==> config.mk <==
export PLATFORM = sky130hd
export DESIGN_NAME = pcs_top
export DESIGN_NICKNAME = d
export VERILOG_FILES = /design/src/hw/pcs_pkg.sv /design/src/hw/pcs_prescaler.sv /design/src/hw/pcs_periph_div.sv /design/src/hw/pcs_top.sv
export SDC_FILE = /design/constraint.sdc
export NUM_CORES = 1
export LEC_CHECK = 0
export BUFFER_PORTS_ARGS = -buffer_cell sky130_fd_sc_hd__buf_2
export CORE_UTILIZATION = 43
export DETAILED_ROUTE_END_ITERATION = 12
export PLACE_DENSITY = 0.74
export REMOVE_ABC_BUFFERS = 1
export SYNTH_ARGS = -nofsm -noshare
export SYNTH_HDL_FRONTEND = slang
export SYNTH_SLANG_ARGS = --single-unit
==> constraint.sdc <==
create_clock -name clk_i -period 5.37 [get_ports clk_i]
set_input_delay 0.537 -clock clk_i [delete_from_list [all_inputs] [get_ports clk_i]]
set_output_delay 0.537 -clock clk_i [all_outputs]
set_load 0.05 [all_outputs]
==> src/hw/pcs_pkg.sv <==
package pcs_pkg;

	////////////////////////////////////////////////////////////////////////////
	// peripheral indices and widths
	localparam int unsigned NUM_PERIPH = 8;
	localparam int unsigned TPS_W = 4;
	localparam int unsigned P_T0 = 0;
	localparam int unsigned P_T1 = 1;
	localparam int unsigned P_T2 = 2;
	localparam int unsigned P_PCA = 3;
	localparam int unsigned P_WDT = 4;
	localparam int unsigned P_UART = 5;
	localparam int unsigned P_TWI = 6;
	localparam int unsigned P_SPI = 7;
	// peripherals served by the timer prescaler (counter array decided at run time)
	localparam logic [NUM_PERIPH-1:0] PRESCALED_MASK = 8'h1F;

	////////////////////////////////////////////////////////////////////////////
	// register indices; byte address is four times the index
	localparam logic [9:0] CTRL0_IDX = 10'h08F;
	localparam logic [9:0] CTRL1_IDX = 10'h0AF;
	localparam logic [9:0] STATUS_IDX = 10'h090;
	localparam int unsigned ADDR_LSB = 2;
	localparam int unsigned ADDR_MSB = 11;
	localparam logic [7:0] CTRL0_RESET = 8'h00;
	localparam logic CTRL1_SPI_RESET = 1'h0;

	// control 0 field positions
	localparam int unsigned B_X2 = 0;
	localparam int unsigned B_T0 = 1;
	localparam int unsigned B_T1 = 2;
	localparam int unsigned B_T2 = 3;
	localparam int unsigned B_UART = 4;
	localparam int unsigned B_PCA = 5;
	localparam int unsigned B_WDT = 6;
	localparam int unsigned B_TWI = 7;
	// control 1 field position
	localparam int unsigned B_SPI = 0;
	// status field positions
	localparam int unsigned S_CNT_LSB = 0;
	localparam int unsigned S_COMPAT = 4;
	localparam int unsigned S_SRC01 = 5;
	localparam int unsigned S_FUSE_DONE = 6;

	////////////////////////////////////////////////////////////////////////////
	// timing and encodings
	localparam logic [1:0] CPS_SYSCLK = 2'h1;
	localparam logic [3:0] MC_COMPAT_X1 = 4'hC;
	localparam logic [3:0] MC_COMPAT_X2 = 4'h6;
	localparam logic [3:0] MC_FAST_X1 = 4'h2;
	localparam logic [3:0] MC_FAST_X2 = 4'h1;
	// prescale defaults, loaded by the outside prescale register
	localparam logic [3:0] TPS_DEFAULT_FAST = 4'h0;
	localparam logic [3:0] TPS_DEFAULT_COMPAT = 4'h5;
	localparam logic HRESP_OKAY = 1'h0;

	////////////////////////////////////////////////////////////////////////////
	// carriers
	typedef struct packed {
		logic hsel;
		logic [31:0] haddr;
		logic [1:0] htrans;
		logic hwrite;
		logic [2:0] hsize;
		logic [31:0] hwdata;
		logic hready;
	} pcs_ahb_in_t;

	typedef struct packed {
		logic [31:0] hrdata;
		logic hreadyout;
		logic hresp;
	} pcs_ahb_out_t;

	typedef struct packed {
		logic compat;
		logic [TPS_W-1:0] timer_prescale_value;
		logic [1:0] counter_array_source_field;
	} pcs_clk_cfg_t;

	typedef struct packed {
		logic fuse_loaded;
		logic [7:0] ctrl0;
		logic ctrl1_spi;
		logic dph_wr;
		logic [9:0] dph_idx;
		logic [31:0] rdata;
		logic [3:0] mc_cnt;
	} pcs_top_st_t;

	typedef struct packed {
		logic [TPS_W-1:0] cnt;
	} pcs_pre_st_t;

	typedef struct packed {
		logic tog;
	} pcs_div_st_t;

endpackage : pcs_pkg

==> src/hw/pcs_prescaler.sv <==
`timescale 1ns/1ps
module pcs_prescaler
	import pcs_pkg::*;
#(
	parameter int unsigned W = TPS_W
)(
	input wire logic clk_i, // cpu clock
	input wire logic rst_n_i, // synchronised reset, active low
	input wire logic ce_i, // cpu cycle enable
	input wire logic [W-1:0] tps_i, // stored prescale value
	output logic tick_o, // one-cycle prescaled pulse
	output logic [W-1:0] count_o // live counter value
);

	pcs_pre_st_t st_r;
	pcs_pre_st_t st_nxt;

	////////////////////////////////////////////////////////////////////////////
	// down count, reload
	always_comb begin
		st_nxt = st_r;
		if (ce_i) begin
			if (st_r.cnt == '0) begin
				st_nxt.cnt = tps_i;
			end else begin
				st_nxt.cnt = st_r.cnt - 1'h1;
			end
		end
	end

	// state freezes with the cpu cycle enable
	always_ff @(posedge clk_i or negedge rst_n_i) begin
		if (!rst_n_i) begin
			st_r <= '0;
		end else begin
			st_r <= st_nxt;
		end
	end

	assign tick_o = ce_i & (st_r.cnt == '0);
	assign count_o = st_r.cnt;
endmodule : pcs_prescaler

==> src/hw/pcs_periph_div.sv <==
`timescale 1ns/1ps
module pcs_periph_div
	import pcs_pkg::*;
(
	input wire logic clk_i, // cpu clock
	input wire logic rst_n_i, // synchronised reset, active low
	input wire logic base_i, // base tick, already ce-gated
	input wire logic halve_i, // add divide-by-two
	output logic tick_o // peripheral enable pulse
);

	pcs_div_st_t st_r;
	pcs_div_st_t st_nxt;

	////////////////////////////////////////////////////////////////////////////
	// toggle halves base
	always_comb begin
		st_nxt = st_r;
		if (!halve_i) begin
			st_nxt.tog = 1'h0; // restart phase so the first halved pulse waits one base tick
		end else if (base_i) begin
			st_nxt.tog = ~st_r.tog;
		end
	end

	always_ff @(posedge clk_i or negedge rst_n_i) begin
		if (!rst_n_i) begin
			st_r <= '0;
		end else begin
			st_r <= st_nxt;
		end
	end

	assign tick_o = base_i & (~halve_i | st_r.tog);
endmodule : pcs_periph_div

==> src/hw/pcs_top.sv <==
`timescale 1ns/1ps
module pcs_top
	import pcs_pkg::*;
(
	input wire logic clk_i, // cpu clock, 10 MHz
	input wire logic resetn_i, // async reset, active low
	input wire logic ce_i, // cpu cycle enable, freezes all state when low
	input wire pcs_ahb_in_t ahb_i, // ahb-lite slave inputs
	output pcs_ahb_out_t ahb_o, // ahb-lite slave outputs
	input wire pcs_clk_cfg_t cfg_i, // mode, prescale value, counter array source
	input wire logic fuse_cpu_doubling_i, // fuse level for the doubling bit
	output logic [NUM_PERIPH-1:0] periph_ce_o, // per-peripheral enable pulses
	output logic machine_cycle_ce_o, // one pulse per machine cycle
	output logic cpu_clock_doubling_o // current doubling bit
);

	////////////////////////////////////////////////////////////////////////////
	// reset release through two flops
	logic [1:0] rst_sync_r;
	logic rst_n;

	always_ff @(posedge clk_i or negedge resetn_i) begin
		if (!resetn_i) begin
			rst_sync_r <= 2'h0;
		end else begin
			rst_sync_r <= {rst_sync_r[0], 1'h1};
		end
	end

	assign rst_n = rst_sync_r[1];

	////////////////////////////////////////////////////////////////////////////
	// state
	pcs_top_st_t st_r;
	pcs_top_st_t st_nxt;

	logic addr_valid;
	logic addr_in_map;
	logic [9:0] addr_idx;
	logic pre_tick;
	logic [TPS_W-1:0] pre_count;
	logic x2;
	logic src_sysclk;
	logic [3:0] mc_len;
	logic [3:0] mc_len_m1;
	logic [NUM_PERIPH-1:0] sel;
	logic [NUM_PERIPH-1:0] uses_pre;
	logic [NUM_PERIPH-1:0] base;
	logic [NUM_PERIPH-1:0] halve;

	////////////////////////////////////////////////////////////////////////////
	// bus address phase decode
	assign addr_valid = ahb_i.hsel & ahb_i.hready & ahb_i.htrans[1];
	assign addr_in_map = ~|ahb_i.haddr[31:ADDR_MSB+1];
	assign addr_idx = ahb_i.haddr[ADDR_MSB:ADDR_LSB];

	// read mux sees the registers as they will stand after this edge, the prescale count as it stands now
	function automatic logic [31:0] read_mux(input logic [9:0] idx, input pcs_top_st_t s,
			input logic [TPS_W-1:0] cnt, input logic compat, input logic srcsys);
		logic [31:0] d;
		d = 32'h0;
		if (idx == CTRL0_IDX) begin
			d[7:0] = s.ctrl0;
		end else if (idx == CTRL1_IDX) begin
			d[B_SPI] = s.ctrl1_spi; // undefined bits read as zero
		end else if (idx == STATUS_IDX) begin
			d[S_CNT_LSB +: TPS_W] = cnt;
			d[S_COMPAT] = compat;
			d[S_SRC01] = srcsys;
			d[S_FUSE_DONE] = s.fuse_loaded;
		end else begin
			d = 32'h0; // unmapped reads zero, answer stays okay
		end
		return d;
	endfunction : read_mux

	////////////////////////////////////////////////////////////////////////////
	// ce_i is the shaped cpu clock
	pcs_prescaler #(
		.W(TPS_W)
	) u_pre (
		.clk_i(clk_i),
		.rst_n_i(rst_n),
		.ce_i(ce_i),
		.tps_i(cfg_i.timer_prescale_value),
		.tick_o(pre_tick),
		.count_o(pre_count)
	);

	////////////////////////////////////////////////////////////////////////////
	// machine cycle length
	assign x2 = st_r.ctrl0[B_X2];
	always_comb begin
		if (cfg_i.compat) begin
			mc_len = x2 ? MC_COMPAT_X2 : MC_COMPAT_X1;
		end else begin
			mc_len = x2 ? MC_FAST_X2 : MC_FAST_X1;
		end
	end
	assign mc_len_m1 = mc_len - 4'h1;

	////////////////////////////////////////////////////////////////////////////
	// next-state: fuse load, register writes, bus phase, cycle counter
	always_comb begin
		st_nxt = st_r;
		if (ce_i) begin
			if (!st_r.fuse_loaded) begin
				st_nxt.fuse_loaded = 1'h1;
				st_nxt.ctrl0[B_X2] = fuse_cpu_doubling_i;
			end
			// data phase of a write completes here, since hreadyout follows ce
			if (st_r.dph_wr) begin
				if (st_r.dph_idx == CTRL0_IDX) begin
					st_nxt.ctrl0 = ahb_i.hwdata[7:0];
				end else if (st_r.dph_idx == CTRL1_IDX) begin
					st_nxt.ctrl1_spi = ahb_i.hwdata[B_SPI];
				end
			end
			// capture the next address phase
			st_nxt.dph_wr = addr_valid & ahb_i.hwrite & addr_in_map;
			st_nxt.dph_idx = addr_idx;
			if (addr_valid & ~ahb_i.hwrite) begin
				st_nxt.rdata = addr_in_map ?
					read_mux(addr_idx, st_nxt, pre_count, cfg_i.compat, src_sysclk) : 32'h0;
			end
			if (st_r.mc_cnt == 4'h0) begin
				st_nxt.mc_cnt = mc_len_m1;
			end else if (st_r.mc_cnt > mc_len_m1) begin
				st_nxt.mc_cnt = mc_len_m1; // shortened cycle after a mode change
			end else begin
				st_nxt.mc_cnt = st_r.mc_cnt - 4'h1;
			end
		end
	end

	always_ff @(posedge clk_i or negedge rst_n) begin
		if (!rst_n) begin
			st_r.fuse_loaded <= 1'h0;
			st_r.ctrl0 <= CTRL0_RESET;
			st_r.ctrl1_spi <= CTRL1_SPI_RESET;
			st_r.dph_wr <= 1'h0;
			st_r.dph_idx <= 10'h000;
			st_r.rdata <= 32'h0;
			st_r.mc_cnt <= 4'h0;
		end else begin
			st_r <= st_nxt;
		end
	end

	////////////////////////////////////////////////////////////////////////////
	// bus answers: zero wait, stalled only while the cpu cycle is frozen
	assign ahb_o.hrdata = st_r.rdata;
	assign ahb_o.hreadyout = ce_i;
	assign ahb_o.hresp = HRESP_OKAY;

	assign cpu_clock_doubling_o = x2;
	assign machine_cycle_ce_o = ce_i & (st_r.mc_cnt == 4'h0);

	////////////////////////////////////////////////////////////////////////////
	// select bits gathered per peripheral index
	assign sel[P_T0] = st_r.ctrl0[B_T0];
	assign sel[P_T1] = st_r.ctrl0[B_T1];
	assign sel[P_T2] = st_r.ctrl0[B_T2];
	assign sel[P_PCA] = st_r.ctrl0[B_PCA];
	assign sel[P_WDT] = st_r.ctrl0[B_WDT];
	assign sel[P_UART] = st_r.ctrl0[B_UART];
	assign sel[P_TWI] = st_r.ctrl0[B_TWI];
	assign sel[P_SPI] = st_r.ctrl1_spi;

	assign src_sysclk = (cfg_i.counter_array_source_field == CPS_SYSCLK);
	assign uses_pre = src_sysclk ? (PRESCALED_MASK & ~(8'h01 << P_PCA)) : PRESCALED_MASK;

	////////////////////////////////////////////////////////////////////////////
	// per-peripheral rate selection
	// the doubled compatibility setting of unprescaled peripherals is ignored
	// without cpu doubling, so they can never run slower than the cpu intends
	// one pulse per peripheral
	genvar gi;
	generate
		for (gi = 0; gi < NUM_PERIPH; gi++) begin : g_per
			// timers and watchdog share the prescaled path
			assign base[gi] = cfg_i.compat ? (uses_pre[gi] ? pre_tick : ce_i)
				: (sel[gi] ? pre_tick : ce_i);
			assign halve[gi] = cfg_i.compat & sel[gi] & (uses_pre[gi] | x2);

			pcs_periph_div u_div (
				.clk_i(clk_i),
				.rst_n_i(rst_n),
				.base_i(base[gi] & ce_i),
				.halve_i(halve[gi]),
				.tick_o(periph_ce_o[gi])
			);
		end
	endgenerate
endmodule : pcs_top

Word level (Yosys, flattened, before mapping)
Cells that the tools add are included.
{"block": "word_totals", "register_bits": 71, "inputBits": 83}
{"block": "op_classes", "n_mux": 58, "eq_ne": 14, "n_bitwise": 72, "add_sub_neg": 3, "reduce_logical": 5, "n_lt_le_gt_ge": 1}
{"operator": "$eq A10 B8 Y1 const B", "n": 5}
{"operator": "$mux W1", "n": 44}
{"operator": "$and A1 B1 Y1", "n": 39}
{"operator": "$mux W32", "n": 1}
{"operator": "$mux W24", "n": 1}
{"operator": "$mux W4", "n": 6}
{"operator": "$reduce_or A20 Y1", "n": 1}
{"operator": "$not A1 Y1", "n": 17}
{"operator": "$mux W8", "n": 2}
{"operator": "$ne A2 B1 Y1 const B", "n": 8}
{"operator": "$or A1 B1 Y1", "n": 12}
{"operator": "$sub A4 B1 Y4 const B", "n": 3}
{"operator": "$mux W9", "n": 1}
{"operator": "$logic_not A4 Y1", "n": 2}
{"operator": "$mux W7", "n": 1}
{"operator": "$mux W6", "n": 1}
{"operator": "$gt A4 B4 Y1", "n": 1}
{"operator": "$or A1 B1 Y1 const A", "n": 4}
{"operator": "$eq A2 B1 Y1 const B", "n": 1}
{"operator": "$mux W2", "n": 1}
{"operator": "$reduce_and A2 Y1", "n": 1}
{"operator": "$logic_not A1 Y1", "n": 1}

Depth between registers and ports, before layout
{"block": "logic_depth", "depth_word": 7, "mapped_depth": 10}

Cells and area by module
Synthesis repeated with hierarchy kept, for this count alone.
{"block": "hier_totals", "cells_unflattened": 296, "area_unflattened_um2": 2950.3}
{"module": "pcs_top", "seq_area_each_um2": 875.8, "n_inst": 1, "cells_per_inst": 231, "area_per_inst_um2": 2282.2}
{"module": "pcs_periph_div", "seq_area_each_um2": 25.0, "n_inst": 8, "cells_per_inst": 5, "area_per_inst_um2": 51.3}
{"module": "pcs_prescaler", "seq_area_each_um2": 100.1, "n_inst": 1, "cells_per_inst": 25, "area_per_inst_um2": 257.7}

Least setup slack after synthesis
OpenSTA, ideal clock, no wires.
{"block": "synth_path", "path_kind": "input -> register", "startpoint": "input cfg_i[6] in the netlist's numbering", "endpoint": "register st_r[3] in the netlist's numbering", "cell_stages": 9, "arrival_time_ns": 2.189, "path_buffers": 1, "slack_ns": 3.042, "setup_ns": 0.139, "path_cell_list": "clkbuf_1 nor2b_1 inv_1 ha_1 nand4_1 a22o_1 a31o_2 o21ai_0 a22oi_1"}
{"block": "synth_between", "elab_chain_len": 5}
{"element": "from (decl)", "line_no": "pcs_top.sv:10", "text": "input wire pcs_clk_cfg_t cfg_i,"}
{"element": "$mux W4 (*)", "line_no": "pcs_top.sv:94", "text": "if (cfg_i.compat) begin"}
{"element": "$sub A4 B1 Y4 (*)", "line_no": "pcs_top.sv:100", "text": "assign mc_len_m1 = mc_len - 4'h1;"}
{"element": "$gt A4 B4 Y1", "line_no": "pcs_top.sv:128", "text": "end else if (st_r.mc_cnt > mc_len_m1) begin"}
{"element": "$mux W4", "line_no": "pcs_top.sv:128"}
{"element": "$mux W4 (*)", "line_no": "pcs_top.sv:126", "text": "if (st_r.mc_cnt == 4'h0) begin"}
{"element": "to (signal assigned)", "line_no": "pcs_top.sv:146", "text": "st_r <= st_nxt;"}
{"element": "to (decl)", "line_no": "pcs_top.sv:34", "text": "pcs_top_st_t st_r;"}
Every way passes the cells marked *; elsewhere a longest branch is shown, timed or not.
A chain may end at the register's enable or synchronous reset.

Final worst setup path
{"block": "layout_path", "startpoint": "register u_pre.st_r, in the netlist u_pre.count_o[0]", "endpoint": "output periph_ce_o[4]"}
{"block": "layout_between", "elab_chain_len": 6, "word_cells_on_any_way": 7}
{"element": "from (decl)", "line_no": "pcs_prescaler.sv:15", "text": "pcs_pre_st_t st_r;"}
{"element": "from (signal assigned)", "line_no": "pcs_prescaler.sv:36", "text": "st_r <= st_nxt;"}
{"element": "$logic_not A4 Y1 (*)", "line_no": "pcs_prescaler.sv:40", "text": "assign tick_o = ce_i & (st_r.cnt == '0);"}
{"element": "$and A1 B1 Y1 (*)", "line_no": "pcs_prescaler.sv:40"}
{"element": "$mux W1, on equally long branches", "line_no": "pcs_top.sv:183, pcs_top.sv:182"}
{"element": "$mux W1 (*)", "line_no": "pcs_top.sv:182", "text": "assign base[gi] = cfg_i.compat ? (uses_pre[gi] ? pre_tick : ce_i)"}
{"element": "$and A1 B1 Y1 (*)", "line_no": "pcs_top.sv:189", "text": ".base_i(base[gi] & ce_i),"}
{"element": "$and A1 B1 Y1 (*)", "line_no": "pcs_periph_div.sv:34", "text": "assign tick_o = base_i & (~halve_i | st_r.tog);"}
{"element": "to (decl)", "line_no": "pcs_top.sv:12", "text": "output logic [NUM_PERIPH-1:0] periph_ce_o,"}
Marked as above.

==> reports/results.txt <==
Run status -> finished, final reports clean
Final setup margin -> 2.61 ns
Mapped Cells -> 295
Fmax -> 0.362 GHz
Global routing usage on met1 -> 0.241
Setup tns final -> 0 ns
Synth Area per Inst -> 9.73 µm²
Average wire per standard cell -> 14.3 µm
Post-CTS Setup Bufs -> 0
Max IR drop VDD -> 0.147 mV
DRT antenna net count -> 0
Asr flop ratio synth -> 1.00
Die height -> 83.7 µm
Remaining Overflow, GRT -> 0
Fin. Hold Viols -> 0
Synth warn -> 0
Synthesized area -> 2870 µm²
CP max stage delay -> 0.42 ns
Layout Nets -> 435
Placed insts -> 414
Number of distinct library cells after synthesis -> 44
Final Total Pwr -> 1160 µW
DP Wirelength -> 4.41 mm
Vias -> 2259
Lkg Pwr -> 0.00163 µW
Worst skew pair latency -> 0.30 ns
CTS tree -> built
FP Rows -> 29
Ys flop type -> dfrtp_1
Clk sink count -> 47
Total track usage -> 0.178
Synth top cells by count -> dfrtp_1, buf_4, o21ai_0
RSZ-0062 raised after global routing -> false
Iteration-0 DRC Markers -> 136
Filler Cell Count -> 602
Most frequent cell after synthesis -> dfrtp_1
Hold_sp -> rst_sync_r[0]
Min-Delay Path Depth -> 0
Dpl ws -> 2.55 ns
Final Cycle Share -> 0.514
Crit path DAT -> 2.23 ns
Seq/Total Area, Yosys -> 0.410
Critical path capture point type -> output pin
Final setup fails -> 0
Initial Util -> 0.449
First-pass GRT wire length -> 9.96 mm
Vias per cell -> 5.34
Slew headroom -> 0.349
N_diodes -> 0
Pin count of the biggest net entering global routing -> 46
Area delta synth->final -> 10.8%
R2R Setup Slk -> 2.71 ns
Worst-path cell chain -> inv_1, ha_1, and2_1, o21ai_0, a221oi_1, buf_2
Hold Path Class -> register to register
PwrDens -> 364 nW/µm²
Tmin final -> 2.76 ns
Slew @ Worst Pin -> 0.976 ns
Largest fanout on the critical path -> 12
Routability congestion estimate from global placement -> 0.790
WHS Endpoint -> rst_sync_r[1]
Die Wd -> 83.7 µm
Cell Count, Final, Fillers Out -> 423
Busiest grt layer -> met2
TritonCTS Buffers -> 5
Number of synthesized flops with an enable pin -> 0
Crit path launch type -> register
CTS Hold Bufs -> 1
WP buf/inv -> 2
I/O Pins -> 127
CP top delay family -> buffers and inverters
CP Depth -> 6
Initial antenna violation count -> 0
Reg clk slew, reported paths -> 0.09 ns
Synth area leader -> dfrtp_1
Share of cells above drive strength 1 -> 0.301
Max_cap viols -> 0
Kind of critical path -> register to output pin
Drt total wl -> 6.04 mm
DIE AREA -> 7000 µm²
Yosys reg bits -> 47
CP required -> 4.83 ns
Top cells by area, synth -> dfrtp_1, buf_4, mux2_2
FF-to-FF End -> sel[3]
Vias in the first global route -> 2087
R2r startpoint -> st_r[45]
Slowest cell on crit path -> dfrtp_1
Final Max Slew Viols -> 0
Placeable Area -> 6390 µm²
Setup Skew -> 0.00569 ns
Routing usage on met3 -> 0.0415
Maximum root-to-sink buffer count -> 2
H-tree depth -> 2
Reg2reg path depth -> 4
Post-CTS Resized -> 0
Number of port buffers -> 71
Pre-antenna DRT Iters -> 4
Met2 Usage GRT -> 0.290
Area share of the largest cell type after synthesis -> 0.410
Root Driver -> clkbuf_8
Drt drc -> 0
-- layout make-up --
cell class              instances  area (µm²)  area share
repair buffers                 73         373       0.117
clock inverters                 2        35.0      0.0110
clock buffers                   6        82.6      0.0260
flip-flops and latches         47        1180       0.370
multi-input cells             203        1360       0.427
well taps                      77        96.3      0.0303
inverters                      15        56.3      0.0177
-- state kept, by name (all words and copies together) (netlist names) --
register and cells:
ahb_o 8, cpu_clock_doubling_o 1, g_per.u_div.st_r 8, rst_sync_r 2, sel 8, st_r 16, u_pre.count_o 4
-- worst max-delay path by stage --
stage / from / endpoint / slack (ns)
floorplan: u_pre.count_o[0] / periph_ce_o[0] / 2.50
global placement: ce_i / ahb_o[2] / 2.57
detailed placement: ce_i / ahb_o[2] / 2.55
CTS: u_pre.count_o[0] / periph_ce_o[4] / 2.60
global route: u_pre.count_o[0] / periph_ce_o[0] / 2.46
finish: u_pre.count_o[0] / periph_ce_o[4] / 2.61
-- kinds of logic (layout without fill, tap and decap cells) --
family | after synthesis | count (layout) | share of synthesized area
AND/OR/NAND/NOR | 73 | 73 | 0.143
buffers and inverters | 69 | 96 | 0.148
AO/OA/AOI/OAI | 61 | 61 | 0.136
flip-flops | 47 | 47 | 0.410
multiplexers | 28 | 28 | 0.105
XOR/XNOR | 8 | 8 | 0.0244
adder cells (fa/ha/maj) | 7 | 7 | 0.0305
other | 2 | 26 | 0.00262
-- cells in the final DEF, fill, tap and decap left out, types with 4 or more instances in the layout --
cell,netlist,layout
clkbuf_8,0,6
ha_1,7,7
inv_1,15,15
dfrtp_1,47,46
nor4_1,6,6
and3_1,10,10
mux2_2,17,17
buf_2,2,71
a22oi_1,8,8
nand2_1,15,15
nand3_1,4,4
xor2_1,8,8
o21ai_0,20,20
conb_1,2,26
a21oi_1,11,11
nor2_1,11,11
a221oi_1,4,4
mux2i_1,11,11
-- power breakdown --
part / total [µW] / internal, µW / switching [µW]
clock network: 271 / 151 / 120
logic: 424 / 163 / 261
registers: 464 / 403 / 60.6
total: 1160 / 717 / 442
-- per-layer routing --
| layer | part of all wire | wire [µm] |
|---|---|---|
| met4 | 0.0088 | 53 |
| met3 | 0.087 | 525 |
| met1 | 0.44 | 2640 |
| met2 | 0.47 | 2820 |
| met5 | 0 | 0 |
-- through the flow --
| step | instance area [µm²] | util | hold WS, ns |
|---|---|---|---|
| 2_1_floorplan | 2590 | - | 0.241 |
| 3_3_place_gp | 3050 | 0.478 | 0.322 |
| 3_5_place_dp | 3050 | 0.478 | 0.326 |
| 4_1_cts | 3180 | 0.498 | 0.362 |
| 5_1_grt | 3180 | 0.498 | 0.374 |
| 6_report | 3180 | 0.498 | 0.358 |
Power figures use the tool's default switching activity.
